File: config.mk
export PLATFORM = sky130hd
export DESIGN_NAME = apdrc_top
export DESIGN_NICKNAME = d
export VERILOG_FILES = /design/src/inc/apdrc_pkg.sv /design/src/hw/apdrc_top.sv
export VERILOG_INCLUDE_DIRS = /design/src /design/src/inc
export SDC_FILE = /design/constraint.sdc
export NUM_CORES = 1
export LEC_CHECK = 0
export BUFFER_PORTS_ARGS = -buffer_cell sky130_fd_sc_hd__buf_2
export CORE_MARGIN = 1.5
export CORE_UTILIZATION = 58
export DETAILED_ROUTE_END_ITERATION = 8
export PLACE_DENSITY = 0.8
export REMOVE_ABC_BUFFERS = 1
export SKIP_LAST_GASP = 1
export SYNTH_ARGS = -nofsm -noshare
export SYNTH_HDL_FRONTEND = slang
export SYNTH_SLANG_ARGS = --single-unit
File: constraint.sdc
create_clock -name clk_in -period 6.65 [get_ports clk_in]
set_input_delay 0.3325 -clock clk_in [delete_from_list [all_inputs] [get_ports clk_in]]
set_output_delay 0.3325 -clock clk_in [all_outputs]
set_load 0.01 [all_outputs]
File: src/inc/apdrc_defs.svh
// Purpose: constants for the converter phase-delay and reset control block
// Assumes: 20 MHz system clock
// Notes: offsets are register indices on the register port
`ifndef APDRC_DEFS_SVH
`define APDRC_DEFS_SVH
`define APDRC_ADDR_FIRST_CFG 2'h0
`define APDRC_ADDR_SECOND_CFG 2'h1
`define APDRC_ADDR_PHASE 2'h2
`define APDRC_ADDR_STATUS 2'h3
`define APDRC_TRIM_RESET 8'h50
`define APDRC_PHASE_RESET 12'h000
`define APDRC_EXTREF_BIT 0
`define APDRC_OSR_LSB 1
`define APDRC_PRE_LSB 4
`define APDRC_SECOND_RESET 8'h00
`define APDRC_CMP_RESET 4'h3
`define APDRC_SETTLE_US 1000
`define APDRC_CLK_MHZ 20
`define APDRC_SETTLE_CYC (`APDRC_SETTLE_US * `APDRC_CLK_MHZ)
`endif

File: src/inc/apdrc_pkg.sv
// Purpose: types for the converter phase-delay and reset control block
// Assumes: nothing beyond the defs header
// Notes: register write carried as one struct
package apdrc_pkg;
  typedef struct packed {
    logic wr;
    logic rd;
    logic [1:0] addr;
    logic [11:0] data;
  } apdrc_req_t;
  typedef enum logic [1:0] {
    APDRC_HELD,
    APDRC_DELAY,
    APDRC_RUN
  } apdrc_state_t;
endpackage

File: src/hw/apdrc_top.sv
// Purpose: reset, reference select and phase-delay control for one conversion channel
// Assumes: register requests arrive on clk_in; hard-reset pin is asynchronous
// Notes: data-ready and serial data outputs are three-state; data-ready is a value and enable pair, serial data an enable only
// Contract
// - select bit one routes reference pins as differential external input
// - select bit zero, the default, enables the internal reference
// - eight-bit trim field in first config bits 7:0, reset 0x50
// - after power-on, data-ready pulses run with default configuration
// - hard-reset low holds channel in reset, output code zero
// - hard reset clears modulator state; comparator reads 0011
// - hard reset clears filter and both output buffers
// - hard reset independent of serial port, registers to defaults
// - writes ignored while hard-reset pin low
// - serial data and data-ready go high impedance during hard reset
// - phase value is 12-bit two's complement, sign plus 11 bits
// - conversion delayed by phase plus half ratio modulator periods
// - delay resolution one modulator period; data-ready moves with it
// - effective delay spans zero to ratio minus one periods
// - any phase write resets and restarts the channel
// - value set for ratio 4096 stays valid at lower ratios
// - sign bit sits at bit 11 for 4096 down to bit 4 for 32
// - at 4096, 0x800 zero delay, 0x000 half, 0x7ff 4095
`timescale 1ns/10ps
`include "apdrc_defs.svh"

module apdrc_top
  import apdrc_pkg::*;
#(
  parameter int PHASE_W = 12,
  parameter int SETTLE_CYC = `APDRC_SETTLE_CYC
) (
  // clock and reset
  input wire logic clk_in,
  input wire logic resetn_in,
  // hard-reset pin, asynchronous to clk_in
  input wire logic hard_resetn_in,
  // register port
  input wire apdrc_req_t req_in,
  output logic [11:0] rdata_out,
  // modulator sample in and conversion results
  input wire logic [23:0] sample_in,
  output logic [23:0] code_out,
  output logic [3:0] comparator_out,
  // analog controls and settle flag
  output logic ext_reference_select_out,
  output logic int_reference_en_out,
  output logic [7:0] reference_tempco_trim_out,
  output logic settled_out,
  // data-ready pin (active low) and serial data pin, three-state
  output logic data_ready_pin_n_out,
  output logic data_ready_pin_oen_out,
  output logic sdo_oen_out
);

  ////////////////////////////////////////////////////////////////////////
  // hard-reset pin synchroniser; first stage feeds only the second
  logic hr_s1_r, hr_s2_r;
  always_ff @(posedge clk_in or negedge resetn_in) begin
    if (!resetn_in) begin
      hr_s1_r <= 1'b0;
      hr_s2_r <= 1'b0;
    end else begin
      hr_s1_r <= hard_resetn_in;
      hr_s2_r <= hr_s1_r;
    end
  end
  // the two-flop lag means a write landing as the pin falls can still take effect;
  // the host is expected to stop writing before it pulls the pin low
  logic hard_rst;
  assign hard_rst = !hr_s2_r;

  // ratio code n: ratio = 32 << n, n in 0..7
  function automatic logic [12:0] ratio_of(input logic [2:0] n);
    ratio_of = 13'h0020 << n;
  endfunction

  // phase interpreted with sign at bit 4+n, returns total delay ratio/2+phase
  function automatic logic [11:0] delay_of(input logic [11:0] ph, input logic [2:0] n);
    logic [12:0] half;
    logic [12:0] mask;
    logic [12:0] sum;
    half = ratio_of(n) >> 1;
    mask = ratio_of(n) - 13'h0001;
    // flipping the sign bit adds half the ratio modulo the ratio
    sum = ({1'b0, ph} + half) & mask;
    delay_of = sum[11:0];
  endfunction

  ////////////////////////////////////////////////////////////////////////
  // configuration registers
  logic [7:0] trim_r, trim_nxt;
  logic [7:0] second_r, second_nxt;
  logic [11:0] phase_r, phase_nxt;
  logic restart_r, restart_nxt;
  always_comb begin
    trim_nxt = trim_r;
    second_nxt = second_r;
    phase_nxt = phase_r;
    restart_nxt = 1'b0;
    if (req_in.wr && !hard_rst) begin
      unique case (req_in.addr)
        `APDRC_ADDR_FIRST_CFG: trim_nxt = req_in.data[7:0];
        `APDRC_ADDR_SECOND_CFG: second_nxt = req_in.data[7:0];
        `APDRC_ADDR_PHASE: begin
          phase_nxt = req_in.data;
          restart_nxt = 1'b1;
        end
        `APDRC_ADDR_STATUS: ;
      endcase
    end
  end

  // hard reset wins over any write in the same cycle
  always_ff @(posedge clk_in or negedge resetn_in) begin
    if (!resetn_in) begin
      trim_r <= `APDRC_TRIM_RESET;
      second_r <= `APDRC_SECOND_RESET;
      phase_r <= `APDRC_PHASE_RESET;
      restart_r <= 1'b0;
    end else if (hard_rst) begin
      trim_r <= `APDRC_TRIM_RESET;
      second_r <= `APDRC_SECOND_RESET;
      phase_r <= `APDRC_PHASE_RESET;
      restart_r <= 1'b0;
    end else begin
      trim_r <= trim_nxt;
      second_r <= second_nxt;
      phase_r <= phase_nxt;
      restart_r <= restart_nxt;
    end
  end

  // decoded fields of the second configuration register
  logic ext_sel;
  logic [2:0] osr_n;
  logic [2:0] pre_n;
  assign ext_sel = second_r[`APDRC_EXTREF_BIT];
  assign osr_n = second_r[`APDRC_OSR_LSB +: 3];
  assign pre_n = {1'b0, second_r[`APDRC_PRE_LSB +: 2]};
  assign ext_reference_select_out = ext_sel;
  assign int_reference_en_out = !ext_sel;
  assign reference_tempco_trim_out = trim_r;

  ////////////////////////////////////////////////////////////////////////
  // modulator clock enable: clk_in divided by 2 << prescale
  logic [3:0] div_r, div_nxt;
  logic mod_tick;
  always_comb begin
    mod_tick = (div_r == 4'h0);
    div_nxt = mod_tick ? 4'((4'h2 << pre_n) - 4'h1) : div_r - 4'h1;
  end

  // divider runs free so restarts stay aligned to the tick grid
  always_ff @(posedge clk_in or negedge resetn_in) begin
    if (!resetn_in) div_r <= 4'h0;
    else div_r <= div_nxt;
  end

  ////////////////////////////////////////////////////////////////////////
  // phase delay then conversion sequencer
  apdrc_state_t st_r, st_nxt;
  logic [12:0] cnt_r, cnt_nxt;
  logic [23:0] acc_r, acc_nxt;
  logic [23:0] buf_a_r, buf_a_nxt, buf_b_r, buf_b_nxt;
  logic dr_r, dr_nxt;
  always_comb begin
    st_nxt = st_r;
    cnt_nxt = cnt_r;
    acc_nxt = acc_r;
    buf_a_nxt = buf_a_r;
    buf_b_nxt = buf_b_r;
    dr_nxt = 1'b0;
    if (restart_r) begin
      st_nxt = APDRC_DELAY;
      cnt_nxt = {1'b0, delay_of(phase_r, osr_n)};
      acc_nxt = 24'h000000;
    end else if (mod_tick) begin
      unique case (st_r)
        APDRC_HELD: begin
          st_nxt = APDRC_DELAY;
          cnt_nxt = {1'b0, delay_of(phase_r, osr_n)};
        end
        APDRC_DELAY: begin
          if (cnt_r == 13'h0000) begin
            st_nxt = APDRC_RUN;
            cnt_nxt = ratio_of(osr_n) - 13'h0001;
          end else begin
            cnt_nxt = cnt_r - 13'h0001;
          end
        end
        APDRC_RUN: begin
          acc_nxt = acc_r + sample_in;
          if (cnt_r == 13'h0000) begin
            buf_b_nxt = buf_a_r;
            buf_a_nxt = acc_r + sample_in;
            acc_nxt = 24'h000000;
            dr_nxt = 1'b1;
            cnt_nxt = ratio_of(osr_n) - 13'h0001;
          end else begin
            cnt_nxt = cnt_r - 13'h0001;
          end
        end
      endcase
    end
  end

  // sequencer state; hard reset clears modulator, filter and buffers
  always_ff @(posedge clk_in or negedge resetn_in) begin
    if (!resetn_in) begin
      st_r <= APDRC_HELD;
      cnt_r <= 13'h0000;
      acc_r <= 24'h000000;
      buf_a_r <= 24'h000000;
      buf_b_r <= 24'h000000;
      dr_r <= 1'b0;
    end else if (hard_rst) begin
      st_r <= APDRC_HELD;
      cnt_r <= 13'h0000;
      acc_r <= 24'h000000;
      buf_a_r <= 24'h000000;
      buf_b_r <= 24'h000000;
      dr_r <= 1'b0;
    end else begin
      st_r <= st_nxt;
      cnt_r <= cnt_nxt;
      acc_r <= acc_nxt;
      buf_a_r <= buf_a_nxt;
      buf_b_r <= buf_b_nxt;
      dr_r <= dr_nxt;
    end
  end

  ////////////////////////////////////////////////////////////////////////
  // settling timer after any reset, for the host's benefit
  // a fixed count only: it does not track the filter settling per ratio
  logic [31:0] settle_r, settle_nxt;
  always_comb begin
    settle_nxt = (restart_r || hard_rst) ? 32'(SETTLE_CYC) :
                 (settle_r != 32'h0) ? settle_r - 32'h1 : settle_r;
  end

  // power-on starts the timer full, like any other reset
  always_ff @(posedge clk_in or negedge resetn_in) begin
    if (!resetn_in) settle_r <= 32'(SETTLE_CYC);
    else settle_r <= settle_nxt;
  end
  assign settled_out = (settle_r == 32'h0);

  ////////////////////////////////////////////////////////////////////////
  // outputs; code comes from a flop cleared by hard reset, comparator is sample_in bits 3:0 in run or the idle code
  assign code_out = buf_a_r;
  assign comparator_out = (st_r == APDRC_RUN) ? sample_in[3:0] : `APDRC_CMP_RESET;
  assign data_ready_pin_n_out = !dr_r;
  assign data_ready_pin_oen_out = hard_rst;
  assign sdo_oen_out = hard_rst;

  // register readback; status shows sequencer state and settle flag
  always_comb begin
    rdata_out = 12'h000;
    unique case (req_in.addr)
      `APDRC_ADDR_FIRST_CFG: rdata_out = {4'h0, trim_r};
      `APDRC_ADDR_SECOND_CFG: rdata_out = {4'h0, second_r};
      `APDRC_ADDR_PHASE: rdata_out = phase_r;
      `APDRC_ADDR_STATUS: rdata_out = {9'h000, settled_out, st_r};
    endcase
  end

  ////////////////////////////////////////////////////////////////////////
  // checks
  // hard-reset effects on registers, pins and outputs
  a_write_blocked: assert property (@(posedge clk_in) disable iff (!resetn_in)
    hard_rst |=> $stable(phase_r) || phase_r == `APDRC_PHASE_RESET)
    else $error("write during hard reset");
  a_trim_reset: assert property (@(posedge clk_in) disable iff (!resetn_in)
    hard_rst |=> trim_r == 8'h50)
    else $error("trim not default");
  a_hiz_pins: assert property (@(posedge clk_in) disable iff (!resetn_in)
    hard_rst |-> data_ready_pin_oen_out && sdo_oen_out)
    else $error("pins driven in reset");
  a_code_zero: assert property (@(posedge clk_in) disable iff (!resetn_in)
    hard_rst |=> code_out == 24'h0 && comparator_out == 4'h3)
    else $error("code not cleared");

  // phase restart and delay range
  a_phase_restart: assert property (@(posedge clk_in) disable iff (!resetn_in || hard_rst)
    restart_r |=> st_r == APDRC_DELAY && cnt_r == {1'b0, delay_of($past(phase_r), osr_n)})
    else $error("no restart");
  a_delay_range: assert property (@(posedge clk_in) disable iff (!resetn_in)
    st_r == APDRC_DELAY |-> cnt_r < ratio_of(osr_n))
    else $error("delay out of range");

  // reference select and data ready
  a_ref_select: assert property (@(posedge clk_in) disable iff (!resetn_in)
    int_reference_en_out != ext_reference_select_out)
    else $error("reference select");
  a_dr_only_run: assert property (@(posedge clk_in) disable iff (!resetn_in)
    dr_r |-> $past(st_r) == APDRC_RUN)
    else $error("data ready early");

  // data ready is a single-cycle pulse
  a_dr_single: assert property (@(posedge clk_in) disable iff (!resetn_in)
    dr_r |=> !dr_r)
    else $error("data ready too long");
  // comparator shows the idle code whenever not converting
  a_cmp_idle: assert property (@(posedge clk_in) disable iff (!resetn_in)
    st_r != APDRC_RUN |-> comparator_out == `APDRC_CMP_RESET)
    else $error("comparator not idle");
  // accumulator and second buffer empty after hard reset
  a_buffers_clear: assert property (@(posedge clk_in) disable iff (!resetn_in)
    hard_rst |=> acc_r == 24'h000000 && buf_b_r == 24'h000000)
    else $error("filter not cleared");
  // second configuration back to default under hard reset
  a_cfg_default: assert property (@(posedge clk_in) disable iff (!resetn_in)
    hard_rst |=> second_r == `APDRC_SECOND_RESET)
    else $error("config not default");
  // a restart reopens the settling window
  a_restart_unsettled: assert property (@(posedge clk_in) disable iff (!resetn_in)
    restart_r |=> !settled_out)
    else $error("settled after restart");
  // modulator ticks never fall in adjacent cycles
  a_tick_gap: assert property (@(posedge clk_in) disable iff (!resetn_in)
    mod_tick |=> !mod_tick)
    else $error("tick too fast");
  // delay ending at zero hands over to conversion
  a_delay_to_run: assert property (@(posedge clk_in) disable iff (!resetn_in || hard_rst)
    st_r == APDRC_DELAY && mod_tick && cnt_r == 13'h0000 && !restart_r |=> st_r == APDRC_RUN)
    else $error("delay did not end");
  // external select pin follows its configuration bit
  a_ext_follow: assert property (@(posedge clk_in) disable iff (!resetn_in)
    ext_reference_select_out == second_r[`APDRC_EXTREF_BIT])
    else $error("external select wrong");
  // data ready only at the end of a full conversion count
  a_dr_from_end: assert property (@(posedge clk_in) disable iff (!resetn_in)
    dr_r |-> $past(cnt_r) == 13'h0000)
    else $error("data ready mid count");

  // main scenarios
  c_restart: cover property (@(posedge clk_in) restart_r);
  c_dr: cover property (@(posedge clk_in) dr_r);
  c_hard: cover property (@(posedge clk_in) hard_rst ##1 !hard_rst);
  c_ext_ref: cover property (@(posedge clk_in) ext_sel);
  c_long_ratio: cover property (@(posedge clk_in) dr_r && osr_n != 3'h0);

endmodule // apdrc_top

==> metrics.csv <==
stage,metric,value,unit
run_status,outcome,"complete, no violations",
power,leakage power total,4.17,nW
synthesis,count of cell types in the netlist,58,
synthesis,Synth Warn #,0,
synthesis,sequential share of the synthesized area,44.4,%
cts,clk sinks,131,
sta,Tmin final,3.86,ns
cts,H-tree Lvls,4,
cells_and_area,Multi-input gate area,0.00389,mm²
global_routing,GRT Total Usage,27.1,%
cts,Root Buffer,clkbuf_16,
worst_setup_path,Worst Setup Path Type,register to primary output,
sta,fin. max-slew vios,0,
worst_setup_path,CP top delay family,simple AND/OR/NAND/NOR gates,
worst_setup_path,data required time of the worst path,6.32,ns
floorplan,Die X-Extent,116,µm
floorplan,full die area,0.0135,mm²
worst_setup_path,reg2reg path depth,8,
sta,final hold viol count,0,
sta,setup ws final,2.79,ns
cells_and_area,most frequent cells in the layout,"dfrtp_1 (124), buf_2 (94), nand2_1 (77), nor2_1 (76), a21oi_1 (53)",
power,pwr/cell area,244,mW/mm²
placement,buffers added on ports,95,
routing,DR DRC count,0,
synthesis,Post-synth EDFFs,0,
cells_and_area,"Net count, final",943,
synthesis,Post-Syn Area per Cell,9.53,µm²
floorplan,die height,116,µm
sta,RSZ-0062 raised after global routing,false,
worst_setup_path,slowest CP cell,or4b_4,
global_routing,vias in the first global route,6116,
sta,setup_tns,0,ns
cts,postcts setup bufs,0,
synthesis,main flop type after synthesis,dfrtp_1,
worst_setup_path,crit path max fanout,7,
worst_setup_path,CP arrival,3.53,ns
routing,via count,6347,
synthesis,Synth top area share,41.9,%
routing,Routed WL,17.3,mm
synthesis,Post-Synthesis Cells,777,
cts,CTS Buf Count,17,
cts,"CTS clk-pin slew, worst paths",0.05,ns
global_routing,initial antenna violation count,0,
sta,Hold Slack,0.00205,ns
routing,DRT Pass-1 Iters,5,
cells_and_area,share of cells above drive strength 1,17.3,%
synthesis,Yosys top cell by area,dfrtp_1,
synthesis,register bit total from synthesis,131,
worst_setup_path,Crit path largest cell delay,0.58,ns
routing,average wire per standard cell,16.5,µm
floorplan,Placeable Area,0.0125,mm²
min_path,HP Class,input port to asynchronous set/reset pin,
global_routing,first-pass GRT wire length,28.8,mm
flow_run,Max Cap Viol,0,
floorplan,Rows,41,
synthesis,leading post-synthesis cells by cell area,"dfrtp_1 (42%), ha_1 (5.9%), a22o_1 (5.3%)",
placement,"worst slack, placed",3.26,ns
worst_setup_path,worst reg2reg startpoint,settle_r[8],
sta,clk_skew,0.00664,ns
placement,Placed Cells,1016,
worst_setup_path,CP Capture Type,primary output,
worst_setup_path,Critical path buffers and inverters,1,
placement,routability cong.,0.950,
placement,DPL Wire Length,12.1,mm
cts,hold-fix buffers at CTS,0,
cells_and_area,Register Area,0.00329,mm²
cells_and_area,fillers,975,
placement,DP Area,0.00802,mm²
sta,endpoints failing setup,0,
worst_setup_path,critical path launch point type,register,
cells_and_area,Synth-to-Final Area Change,15.9,%
sta,FMAX,259,MHz
floorplan,Initial Utilization,59.2,%
synthesis,Mapped Area,0.00741,mm²
cts,CTS tree,built,
cts,CTS max path bufs,2,
floorplan,io pins,97,
cells_and_area,final instance area,0.00858,mm²
cells_and_area,antenna cells,0,
worst_setup_path,most frequent CP cell,or4_4,
sta,Rel. slew slack,24.2,%
routing,initial DRC count,468,
worst_setup_path,reg2reg end,settle_r[7],
worst_setup_path,crit path cell chain,or4_4 -> or4_4 -> or4b_4 -> or3_1 -> nand2_1 -> o21ai_0 -> a21oi_1 -> buf_2,
global_routing,largest net degree at the start of global routing,70,
global_routing,grt ovf,0,
worst_setup_path,reg2reg setup slack,3.41,ns
cts,clock latency on the worst-skew pair,0.42,ns
power,maximum vdd drop,0.000165,V
cells_and_area,"most common cell after layout, fill and taps aside",dfrtp_1,
routing,via density per instance,6.06,
synthesis,async set-reset flop share out of synthesis,100,%
sta,Final period util,58.1,%
cells_and_area,Post-Layout Cell Count,1047,
routing,Post-DRT Antenna Nets,0,
sta,Worst-Margin Slew,1.14,ns
cts,post_cts resized,0,
==> report_power, final <==
part / internal [mW] / switching, mW / leakage (nW)
Clock: 0.561 / 0.326 / 0.273
Combinational: 0.118 / 0.219 / 2.12
Sequential: 0.832 / 0.0359 / 1.78
Total: 1.51 / 0.580 / 4.17
==> routing by layer <==
| layer | wire [µm] | part of all wire (%) | track usage, % | vias up |
|---|---|---|---|---|
| met2 | 8110 | 47 | 42.7 | 267 |
| met1 | 7730 | 45 | 36.6 | 3076 |
| met3 | 1100 | 6.4 | 5.49 | 35 |
| met4 | 349 | 2.0 | 11.5 | 0 |
| li1 | - | - | - | 2969 |
| met5 | 0 | 0 | 0 | - |
==> synth_stat cells, types with 4 or more instances <==
master / number
nand4_1: 6
nor4_1: 6
dfrtp_1: 124
o211ai_1: 8
mux2i_1: 21
o31ai_1: 6
o221ai_1: 4
nor3_1: 23
xor2_1: 22
or3_1: 11
or4_1: 5
dfstp_2: 7
and2_1: 12
nand3_1: 15
nor2_1: 77
clkbuf_1: 33
o21bai_1: 4
a211oi_1: 6
nand2_1: 77
ha_1: 35
nand2b_1: 5
o21ai_0: 47
nor3b_1: 4
inv_1: 21
xnor2_1: 36
a21o_1: 10
a21oi_1: 54
nand3b_1: 6
a22o_1: 45
==> per-stage QoR <==
stage	power, mW	util, %
CTS	2.09	68.6
global route	2.18	68.6
global placement	1.19	64.1
finish	2.09	68.6
floorplan	1.09	-
detailed placement	1.21	64.1
==> registers in the layout, indices dropped and copies added (netlist names) <==
signal / flops
hr_s2_r: 1
dr_r: 1
second_r: 8
hr_s1_r: 1
restart_r: 1
code_out: 24
cnt_r: 13
phase_r: 12
div_r: 4
acc_r: 24
settle_r: 32
reference_tempco_trim_out: 8
st_r: 2
==> layout make-up <==
type	count	share of cell area, %
flip-flops and latches	131	38.3
clock inverters	4	0.554
inverters	21	0.919
well taps	172	2.51
multi-input cells	588	45.4
repair buffers	104	6.36
clock buffers	27	5.98
==> kinds of logic after synthesis <==
group,synth area share (%)
AND/OR/NAND/NOR,17.1
multiplexers,3.45
AO/OA/AOI/OAI,18.3
flip-flops,44.4
XOR/XNOR,6.86
adder cells (fa/ha/maj),6.72
buffers and inverters,3.19
==> worst reg2reg max path, stage by stage, from the launching register on <==
cell	delay, ns
dfrtp_1	0.43
or4_4	0.57
or4_4	0.49
or4b_4	0.58
or3_1	0.53
and3_4	0.24
nand2_2	0.06
xor2_1	0.16
nor2_1	0.06
==> worst max-delay path by stage <==
stage                      startpoint            to  slack [ns]  cells past startpoint
after floorplan           settle_r[8]  rdata_out[2]        3.51                      7
after global placement    settle_r[8]  rdata_out[2]        3.30                      8
after detailed placement  settle_r[8]  rdata_out[2]        3.26                      8
after CTS                 settle_r[8]  rdata_out[2]        2.81                      8
after global routing      settle_r[8]  rdata_out[2]        2.68                      8
final                     settle_r[8]  rdata_out[2]        2.79                      8
Note: power is estimated with default switching activity, not from simulation.
